File: src/hw/rtcc_pkg.sv
// Package for the precision-time clock control block: offsets, fields,
// reset values, timing counts and the carrier structs.
// Assumes a 100 MHz system clock and 16-bit registers at byte offsets.
package rtcc_pkg;

    // Register byte offsets
    localparam logic [15:0] OFS_CTRL       = 16'h0500;
    localparam logic [15:0] OFS_PHASE      = 16'h0502;
    localparam logic [15:0] OFS_NS_UPPER   = 16'h0504;
    localparam logic [15:0] OFS_NS_LOWER   = 16'h0506;
    localparam logic [15:0] OFS_SEC_UPPER  = 16'h0508;
    localparam logic [15:0] OFS_SEC_LOWER  = 16'h050A;
    localparam logic [15:0] OFS_RATE_UPPER = 16'h050C;
    localparam logic [15:0] OFS_RATE_LOWER = 16'h050E;

    // Control and rate register field positions, and field widths
    localparam int BIT_FREQ_DIS  = 15;
    localparam int BIT_STEP      = 6;
    localparam int BIT_STEP_DIR  = 5;
    localparam int BIT_SNAP      = 4;
    localparam int BIT_LOAD      = 3;
    localparam int BIT_CONT_ADJ  = 2;
    localparam int BIT_ENABLE    = 1;
    localparam int BIT_CLK_RESET = 0;
    localparam int BIT_RATE_SIGN = 15;
    localparam int RATE_HI_W     = 14;
    localparam int PHASE_W       = 3;
    localparam int FRAC_W        = 30;

    // Reset values
    localparam logic [15:0] RST_WORD = 16'h0000;

    // Timing: the time base ticks at 25 MHz, derived from the 100 MHz clock
    localparam int CLK_PERIOD_NS  = 10;
    localparam int TICK_PERIOD_NS = 40;
    localparam int TICK_CYCLES    = TICK_PERIOD_NS / CLK_PERIOD_NS;
    localparam logic [1:0]  TICK_LAST  = 2'(TICK_CYCLES - 1);
    localparam logic [31:0] NS_PER_TICK = 32'(TICK_PERIOD_NS);
    localparam logic [32:0] NS_PER_SEC  = 33'h03B9ACA00;

    // Live or shadow time value
    typedef struct packed {
        logic [PHASE_W-1:0] phase;
        logic [31:0]        sec;
        logic [31:0]        ns;
    } rtcc_time_s;

    // Stored control bits and self-clearing commands
    typedef struct packed {
        logic freq_dis;
        logic step;
        logic step_dir;
        logic snap;
        logic load;
        logic cont_adj;
        logic enable;
        logic clk_reset;
    } rtcc_ctrl_s;

    // Continuous rate setting
    typedef struct packed {
        logic              rate_sign_select;
        logic [FRAC_W-1:0] fractional_rate_value;
    } rtcc_rate_s;

endpackage : rtcc_pkg

File: src/hw/rtcc_core.sv
// Clock control and time value of the precision-time real time clock.
// Assumes register strobes come from logic on i_clk, one access a cycle.
`timescale 1ns/1ps

module rtcc_core (
    input  wire logic                i_clk,
    input  wire logic                i_reset_n,
    input  wire logic                i_reg_wr,
    input  wire logic                i_reg_rd,
    input  wire logic [15:0]         i_reg_addr,
    input  wire logic [15:0]         i_reg_wdata,
    output logic      [15:0]         o_reg_rdata,
    output logic                     o_reg_rvalid,
    output rtcc_pkg::rtcc_time_s     o_rtc_time,
    output logic                     o_rtc_running,
    output logic                     o_timer_follow,
    output logic                     o_timer_sign
);
    import rtcc_pkg::*;

    rtcc_ctrl_s  ctrl_q,   ctrl_d;
    rtcc_time_s  shadow_q, shadow_d;
    rtcc_rate_s  rate_q,   rate_d;
    rtcc_time_s  live_q,   live_d;
    logic [FRAC_W-1:0] frac_q, frac_d;
    logic [1:0]  tick_cnt_q, tick_cnt_d;
    logic [15:0] rdata_q,  rdata_d;
    logic        rvalid_q, rvalid_d;
    logic        follow_q, follow_d;
    logic        sign_q,   sign_d;
    logic        tick;
    logic        wr_ctrl;

    // Add or subtract a nanosecond amount below one second, wrapping seconds
    function automatic rtcc_time_s time_shift(input rtcc_time_s t,
                                              input logic [31:0] d,
                                              input logic        neg);
        logic [32:0] s;
        rtcc_time_s  r;
        r = t;
        s = 33'h000000000;
        if (!neg) begin
            s = {1'b0, t.ns} + {1'b0, d};
            if (s >= NS_PER_SEC) begin
                r.ns  = 32'(s - NS_PER_SEC);
                r.sec = t.sec + 32'h00000001;
            end else begin
                r.ns = s[31:0];
            end
        end else if (t.ns >= d) begin
            r.ns = t.ns - d;
        end else begin
            s     = {1'b0, t.ns} + NS_PER_SEC - {1'b0, d};
            r.ns  = s[31:0];
            r.sec = t.sec - 32'h00000001;
        end
        return r;
    endfunction : time_shift

    // Tick counter runs free; a load does not realign the 40 ns grid
    assign tick    = (tick_cnt_q == TICK_LAST);
    assign wr_ctrl = i_reg_wr && (i_reg_addr == OFS_CTRL);

    // Register file: control, shadow time, rate, and read port
    always_comb begin
        ctrl_d   = ctrl_q;
        shadow_d = shadow_q;
        rate_d   = rate_q;
        rdata_d  = rdata_q;
        rvalid_d = i_reg_rd;
        // Commands clear after the cycle that acted on them
        ctrl_d.step      = 1'b0;
        ctrl_d.snap      = 1'b0;
        ctrl_d.load      = 1'b0;
        ctrl_d.clk_reset = 1'b0;
        // Snapshot first, so a bus write in the same cycle wins
        if (ctrl_q.snap) begin
            shadow_d = live_q;
        end
        if (i_reg_wr) begin
            case (i_reg_addr)
                OFS_CTRL: begin
                    // Bits 14:7 are not stored at all
                    ctrl_d.freq_dis  = i_reg_wdata[BIT_FREQ_DIS];
                    ctrl_d.step      = i_reg_wdata[BIT_STEP];
                    ctrl_d.step_dir  = i_reg_wdata[BIT_STEP_DIR];
                    ctrl_d.snap      = i_reg_wdata[BIT_SNAP];
                    ctrl_d.load      = i_reg_wdata[BIT_LOAD];
                    ctrl_d.cont_adj  = i_reg_wdata[BIT_CONT_ADJ];
                    ctrl_d.enable    = i_reg_wdata[BIT_ENABLE];
                    ctrl_d.clk_reset = i_reg_wdata[BIT_CLK_RESET];
                end
                // Invalid phase codes are stored as written, no checking
                OFS_PHASE:      shadow_d.phase = i_reg_wdata[PHASE_W-1:0];
                OFS_NS_UPPER:   shadow_d.ns[31:16]  = i_reg_wdata;
                OFS_NS_LOWER:   shadow_d.ns[15:0]   = i_reg_wdata;
                OFS_SEC_UPPER:  shadow_d.sec[31:16] = i_reg_wdata;
                OFS_SEC_LOWER:  shadow_d.sec[15:0]  = i_reg_wdata;
                OFS_RATE_UPPER: begin
                    rate_d.rate_sign_select = i_reg_wdata[BIT_RATE_SIGN];
                    rate_d.fractional_rate_value[FRAC_W-1:16] =
                        i_reg_wdata[RATE_HI_W-1:0];
                end
                OFS_RATE_LOWER: rate_d.fractional_rate_value[15:0] = i_reg_wdata;
                default: ;
            endcase
        end
        if (i_reg_rd) begin
            case (i_reg_addr)
                OFS_CTRL:       rdata_d = {ctrl_q.freq_dis, 8'h00, ctrl_q.step,
                                           ctrl_q.step_dir, ctrl_q.snap, ctrl_q.load,
                                           ctrl_q.cont_adj, ctrl_q.enable,
                                           ctrl_q.clk_reset};
                OFS_PHASE:      rdata_d = {13'h0000, shadow_q.phase};
                OFS_NS_UPPER:   rdata_d = shadow_q.ns[31:16];
                OFS_NS_LOWER:   rdata_d = shadow_q.ns[15:0];
                OFS_SEC_UPPER:  rdata_d = shadow_q.sec[31:16];
                OFS_SEC_LOWER:  rdata_d = shadow_q.sec[15:0];
                OFS_RATE_UPPER: rdata_d = {rate_q.rate_sign_select, 1'b0,
                                           rate_q.fractional_rate_value[FRAC_W-1:16]};
                OFS_RATE_LOWER: rdata_d = rate_q.fractional_rate_value[15:0];
                default:        rdata_d = RST_WORD;
            endcase
        end
    end

    always_ff @(posedge i_clk) begin
        if (!i_reset_n) begin
            ctrl_q   <= '0;
            shadow_q <= '0;
            rate_q   <= '0;
            rdata_q  <= RST_WORD;
            rvalid_q <= 1'b0;
        end else begin
            ctrl_q   <= ctrl_d;
            shadow_q <= shadow_d;
            rate_q   <= rate_d;
            rdata_q  <= rdata_d;
            rvalid_q <= rvalid_d;
        end
    end

    // Time core: reset beats load, load beats step, step beats ticking
    always_comb begin
        logic [FRAC_W:0] acc;
        acc        = {1'b0, frac_q};
        live_d     = live_q;
        frac_d     = frac_q;
        tick_cnt_d = tick_cnt_q + 2'h1;
        follow_d   = ctrl_q.enable && ctrl_q.cont_adj && !ctrl_q.freq_dis;
        sign_d     = rate_q.rate_sign_select;
        // Load keeps the fraction, so the rate phase survives a time load
        if (ctrl_q.clk_reset) begin
            live_d = '0;
            frac_d = '0;
        end else if (ctrl_q.load) begin
            live_d = shadow_q;
        end else if (ctrl_q.step) begin
            live_d = time_shift(live_q, shadow_q.ns, !ctrl_q.step_dir);
        end else if (ctrl_q.enable && tick) begin
            if (ctrl_q.cont_adj) begin
                // Fraction overflow or borrow moves the clock by one ns
                if (rate_q.rate_sign_select) begin
                    acc = {1'b0, frac_q} + {1'b0, rate_q.fractional_rate_value};
                    live_d = time_shift(live_q, NS_PER_TICK + {31'h0, acc[FRAC_W]},
                                        1'b0);
                end else begin
                    acc = {1'b0, frac_q} - {1'b0, rate_q.fractional_rate_value};
                    live_d = time_shift(live_q, NS_PER_TICK - {31'h0, acc[FRAC_W]},
                                        1'b0);
                end
                frac_d = acc[FRAC_W-1:0];
            end else begin
                live_d = time_shift(live_q, NS_PER_TICK, 1'b0);
            end
        end
    end

    always_ff @(posedge i_clk) begin
        if (!i_reset_n) begin
            live_q     <= '0;
            frac_q     <= '0;
            tick_cnt_q <= 2'h0;
            follow_q   <= 1'b0;
            sign_q     <= 1'b0;
        end else begin
            live_q     <= live_d;
            frac_q     <= frac_d;
            tick_cnt_q <= tick_cnt_d;
            follow_q   <= follow_d;
            sign_q     <= sign_d;
        end
    end

    // Outputs come straight from flops
    assign o_reg_rdata    = rdata_q;
    assign o_reg_rvalid   = rvalid_q;
    assign o_rtc_time     = live_q;
    assign o_rtc_running  = ctrl_q.enable;
    assign o_timer_follow = follow_q;
    assign o_timer_sign   = sign_q;

    // Self-clearing step command lasts one cycle
    chk_step_self_clear: assert property (@(posedge i_clk) disable iff (!i_reset_n)
        (ctrl_q.step && !wr_ctrl) |=> !ctrl_q.step)
        else $error("step command did not clear");

    // Step moves the clock by the shadow nanoseconds in the chosen direction
    chk_step_shift: assert property (@(posedge i_clk) disable iff (!i_reset_n)
        (ctrl_q.step && !ctrl_q.load && !ctrl_q.clk_reset) |=>
        live_q == time_shift($past(live_q), $past(shadow_q.ns), !$past(ctrl_q.step_dir)))
        else $error("step adjustment wrong");

    // Snapshot copies the live clock unless the bus writes that cycle
    chk_snap_copy: assert property (@(posedge i_clk) disable iff (!i_reset_n)
        (ctrl_q.snap && !i_reg_wr) |=> shadow_q == $past(live_q))
        else $error("snapshot did not copy live time");

    // Load replaces the live clock
    chk_load_copy: assert property (@(posedge i_clk) disable iff (!i_reset_n)
        (ctrl_q.load && !ctrl_q.clk_reset) |=> live_q == $past(shadow_q))
        else $error("load did not copy shadow time");

    // Disabled clock holds still
    chk_hold_stopped: assert property (@(posedge i_clk) disable iff (!i_reset_n)
        (!ctrl_q.enable && !ctrl_q.load && !ctrl_q.step && !ctrl_q.clk_reset) |=>
        $stable(live_q))
        else $error("clock moved while disabled");

    // Clock reset zeroes the time and clears itself
    chk_clock_reset: assert property (@(posedge i_clk) disable iff (!i_reset_n)
        (ctrl_q.clk_reset && !wr_ctrl) |=> (live_q == '0) && !ctrl_q.clk_reset)
        else $error("clock reset failed");

    // Plain tick adds 40 ns, ticks every fourth cycle
    chk_tick_advance: assert property (@(posedge i_clk) disable iff (!i_reset_n)
        (tick && ctrl_q.enable && !ctrl_q.cont_adj && !ctrl_q.load && !ctrl_q.step
         && !ctrl_q.clk_reset && !wr_ctrl) ##1 (!ctrl_q.load && !ctrl_q.step
         && !ctrl_q.clk_reset && !wr_ctrl)[*3] |->
        !tick && $stable(live_q) ##0 (live_q == time_shift($past(live_q, 3), NS_PER_TICK, 1'b0)))
        else $error("plain tick advance wrong");

    // Rate fraction accumulates by the signed rate
    chk_rate_frac: assert property (@(posedge i_clk) disable iff (!i_reset_n)
        (tick && ctrl_q.enable && ctrl_q.cont_adj && !ctrl_q.load && !ctrl_q.step
         && !ctrl_q.clk_reset) |=>
        frac_q == ($past(rate_q.rate_sign_select)
            ? FRAC_W'($past(frac_q) + $past(rate_q.fractional_rate_value))
            : FRAC_W'($past(frac_q) - $past(rate_q.fractional_rate_value))))
        else $error("rate fraction wrong");

    // Follow output is off the cycle after the disable bit is set
    chk_follow_gate: assert property (@(posedge i_clk) disable iff (!i_reset_n)
        ctrl_q.freq_dis |=> !o_timer_follow)
        else $error("timers follow while disabled");

    // Reserved control bits read back zero
    chk_reserved_zero: assert property (@(posedge i_clk) disable iff (!i_reset_n)
        (i_reg_rd && i_reg_addr == OFS_CTRL) |=> o_reg_rvalid && o_reg_rdata[14:7] == 8'h00)
        else $error("reserved control bits not zero");

    // Follow output is on for a running, adjusted clock when allowed
    chk_follow_on: assert property (@(posedge i_clk) disable iff (!i_reset_n)
        (ctrl_q.enable && ctrl_q.cont_adj && !ctrl_q.freq_dis) |=> o_timer_follow)
        else $error("timers not following adjustment");

    // Snapshot command lasts one cycle unless rewritten
    chk_snap_clear: assert property (@(posedge i_clk) disable iff (!i_reset_n)
        (ctrl_q.snap && !wr_ctrl) |=> !ctrl_q.snap)
        else $error("snapshot command did not clear");

    // Load command lasts one cycle unless rewritten
    chk_load_clear: assert property (@(posedge i_clk) disable iff (!i_reset_n)
        (ctrl_q.load && !wr_ctrl) |=> !ctrl_q.load)
        else $error("load command did not clear");

    // Phase word shows the stored slot code with upper bits zero
    chk_phase_read: assert property (@(posedge i_clk) disable iff (!i_reset_n)
        (i_reg_rd && i_reg_addr == OFS_PHASE) |=> o_reg_rdata == {13'h0, $past(shadow_q.phase)})
        else $error("phase read back wrong");

    // Sign output follows the stored rate sign one cycle late
    chk_sign_copy: assert property (@(posedge i_clk) disable iff (!i_reset_n)
        1'b1 |=> o_timer_sign == $past(rate_q.rate_sign_select))
        else $error("rate sign output wrong");

endmodule : rtcc_core

File: config.mk
export PLATFORM = sky130hd
export DESIGN_NAME = rtcc_core
export DESIGN_NICKNAME = d
export VERILOG_FILES = /design/src/hw/rtcc_pkg.sv /design/src/hw/rtcc_core.sv
export SDC_FILE = /design/constraint.sdc
export NUM_CORES = 1
export LEC_CHECK = 0
export BUFFER_PORTS_ARGS = -buffer_cell sky130_fd_sc_hd__buf_2
export CAP_MARGIN = 40
export CELL_PAD_IN_SITES_DETAIL_PLACEMENT = 1
export CELL_PAD_IN_SITES_GLOBAL_PLACEMENT = 1
export CORE_MARGIN = 1.5
export CORE_UTILIZATION = 40
export DETAILED_ROUTE_END_ITERATION = 10
export GPL_TIMING_DRIVEN = 0
export PLACE_DENSITY = 0.69
export SLEW_MARGIN = 20
export SYNTH_ARGS = -nofsm -noshare
export SYNTH_HDL_FRONTEND = slang
export SYNTH_SLANG_ARGS = --single-unit
File: constraint.sdc
create_clock -name i_clk -period 14.56 [get_ports i_clk]
set_input_delay 4.368 -clock i_clk [delete_from_list [all_inputs] [get_ports i_clk]]
set_output_delay 4.368 -clock i_clk [all_outputs]
set_load 0.02 [all_outputs]
==> run_results.csv <==
group,metric,value,unit
outcome,status,"finished, final reports clean",
timing,finalSetupTns,0,ps
global_routing,grt_max_degree,14,
global_routing,grt_pass1_wl,215000,µm
detailed_routing,totalWireLength,151000,µm
floorplanning,die_h,257,µm
detailed_routing,postRouteAntennaNets,0,
floorplanning,core_area,64200,µm²
detailed_routing,post_drt_wl_per_cell,32.5,µm
yosys,synth.distinct_cells,93,
layout,final_cell_area,29100,µm²
timing,worstMarginPinSlew,1070,ps
place,place_area,28000,µm²
detailed_routing,drtIter0Drc,3927,
timing,fmax,98.6,MHz
yosys,avgSynthCellArea,7.26,µm²
flow_run,maxCapViolations,0,
place,dp_hpwl,123000,µm
critical_path,arrival,10660,ps
place,io_buffers,117,
power,ir_drop,0.0948,mV
global_routing,overflow,0,
yosys,synth_nets,3805,
layout,fin_nets,4008,
floorplanning,die_x,257,µm
yosys,syn_inst,3564,
cts,ctsHtreeMaxLevel,1,
yosys,syn-cell-area,25900,µm²
detailed_routing,first_pass_iters,6,
critical_path,cp_slowest_stage_delay,800,ps
yosys,synth.top_cells.by_area,"dfxtp_1 (17%), ha_1 (8.8%), xnor2_1 (6.8%)",
floorplanning,dieArea,66200,µm²
place,place.gp.congestion,1.12,
cts,cts_sinks,224,
yosys,async_flop_share,0,
critical_path,required,15080,ps
critical_path,path_max_fanout,10,
timing,slew_violations,0,
cts,cts_tree,"done",
layout,synthToLayoutAreaGrowth,12.6,%
timing,finalCritPeriodShare,0.696,
yosys,synth_edf_count,0,
yosys,synth_ff_type,"dfxtp_1",
yosys,ys_seq_area_frac,0.173,
critical_path,slowest_stage,"nor4_1",
global_routing,antenna_found_initial,10,
power,power_density,51.1,nW/µm²
timing,setup_violations,0,
critical_path,crit_type,"register to register",
place,dp.cells,4583,
cts,numCtsBuffers,28,
cts,cts.root.buffer_cell,"clkbuf_16",
cts,post_cts_buffers,0,
worst_hold_path,worstHoldPathType,"register to register",
critical_path,setup.worst_path.end_class,"register",
yosys,synth_top_area_frac,0.173,
floorplanning,row_count,93,
detailed_routing,route.detailed.drc,0,
cts,clk_path_buf_depth,3,
detailed_routing,vias,31400,
yosys,ys.warnings.count,0,
yosys,yosys.area.top_type,"dfxtp_1",
timing,fin_skew,20.6,ps
cts,cts_resized,0,
floorplanning,num_io_pins,123,
timing,rsz0062_at_grt,"no",
yosys,synth-seq-cells,224,
global_routing,gr-usage-all-layers,0.440,
cts,path_clk_slew,70,ps
floorplanning,initial_core_util,0.403,
layout,layout-drive-gt1-share,0.0797,
cts,ctsHoldBuffers,0,
detailed_routing,viasPerCell,6.75,
timing,slew_headroom,0.289,
global_routing,grt_pass1_vias,30500,
power,total_leakage_power,11.4,nW
critical_path,cp-start-kind,"register",
layout,stdcell_count,4647,
cts,clk_latency,600,ps
timing,report.final.hold_viol_count,0,
timing,min_period,10140,ps
## synth_stat cells (14+ instances only)
cell / instances
nand2_1: 385
nor2_1: 249
a21oi_1: 230
dfxtp_1: 224
clkbuf_1: 212
xnor2_1: 202
inv_1: 199
ha_1: 182
o21ai_0: 150
nor3_1: 96
o211ai_1: 96
o211a_1: 77
nand3_1: 76
nor4_1: 76
mux2i_1: 71
a31oi_1: 67
nor2b_1: 61
a211oi_1: 57
nand4_1: 51
and3_1: 50
a22oi_1: 49
or3_1: 45
a21boi_0: 41
and2_1: 39
a21o_1: 38
xor2_1: 38
o21bai_1: 33
o21a_1: 30
o31ai_1: 30
nand2b_1: 29
a41oi_1: 23
fa_1: 23
or4_1: 22
buf_1: 21
a221oi_1: 19
or2_2: 15
o221ai_1: 14
## routing by layer
layer	wire (µm)	share of wire	track usage	vias to the layer above
li1	-	-	-	13500
met1	63100	0.42	0.606	15600
met2	61900	0.41	0.638	1875
met3	16500	0.11	0.0924	403
met4	9440	0.063	0.235	4
met5	29	0.00019	0	-
## sequential cells by signal, indices dropped and copies added, names as in the netlist
register,cells
sign_d,1
o_reg_rvalid,1
shadow_q,67
o_timer_sign,1
tick_cnt_q,2
frac_q,30
o_rtc_running,1
o_timer_follow,1
o_rtc_time,67
o_reg_rdata,16
ctrl_q,7
rate_q,30
## kinds of logic (layout without fill, tap and decap cells)
kind of cell	count (synthesis)	in the layout	synth area share
buf+inv	455	680	0.0672
flops	224	224	0.173
compound gates	1124	1124	0.308
other cells	0	3	0
xor+xnor	240	240	0.0813
simple gates	1244	1244	0.237
fa+ha+maj	205	205	0.106
mux	72	72	0.0279
## critical path: cells and delay by family, from the launching register on
family	cells	cell delay (ps)
compound gates	16	4690
flops	1	490
simple gates	7	2000
xor+xnor	1	550
buf+inv	6	1470
fa+ha+maj	3	860
## metrics by stage
stage	hold WS (ps)	setup WS, ps	util	total power, mW
after floorplan	398	7450	-	0.662
after global placement	408	4940	0.428	0.700
after detailed placement	435	4930	0.436	0.704
after CTS	446	4910	0.452	1.48
after global routing	481	4290	0.453	1.51
final	456	4420	0.453	1.49
## cells in the final DEF, fill, tap and decap left out, types with 67 or more instances in the layout
cell / count
nor3_1: 95
nor2_1: 247
clkbuf_1: 208
mux2i_1: 71
inv_1: 199
o21ai_0: 150
xnor2_1: 202
nor4_1: 75
nand3_1: 76
o211ai_1: 96
ha_1: 182
a31oi_1: 67
a21oi_1: 230
dfxtp_1: 224
o211a_1: 77
nand2_1: 385
buf_2: 143
## power by group
group	switching (mW)	leakage, nW	total, mW	internal, mW
logic	0.0590	9.09	0.0765	0.0175
registers	0.00344	1.81	0.619	0.615
clock network	0.335	0.482	0.793	0.458
total	0.398	11.4	1.49	1.09
## path summary, 6_finish.rpt
kind | from | endpoint | slack [ps] | cells after the start
worst max-delay path | rate_q[7]$_SDFFE_PN0P_ | o_rtc_time[34]$_SDFFE_PP0P_ | 4420 | 33
worst max register to register | rate_q[7]$_SDFFE_PN0P_ | o_rtc_time[34]$_SDFFE_PP0P_ | 4420 | 33
worst min-delay path | tick_cnt_q[0]$_SDFF_PN0_ | tick_cnt_q[0]$_SDFF_PN0_ | 460 | 1
worst min register to register | tick_cnt_q[0]$_SDFF_PN0_ | tick_cnt_q[0]$_SDFF_PN0_ | 460 | 1
## area by class of cell
type	count	area (µm²)
fill	8227	35100
multi-input combinational	2885	19700
sequential	224	4480
timing repair buffer	173	1120
tap	855	1070
buffer	250	976
clock buffer	34	785
inverter	205	769
clock inverter	18	229
antenna	3	7.51
No activity file was read; power rests on OpenSTA's default activity.
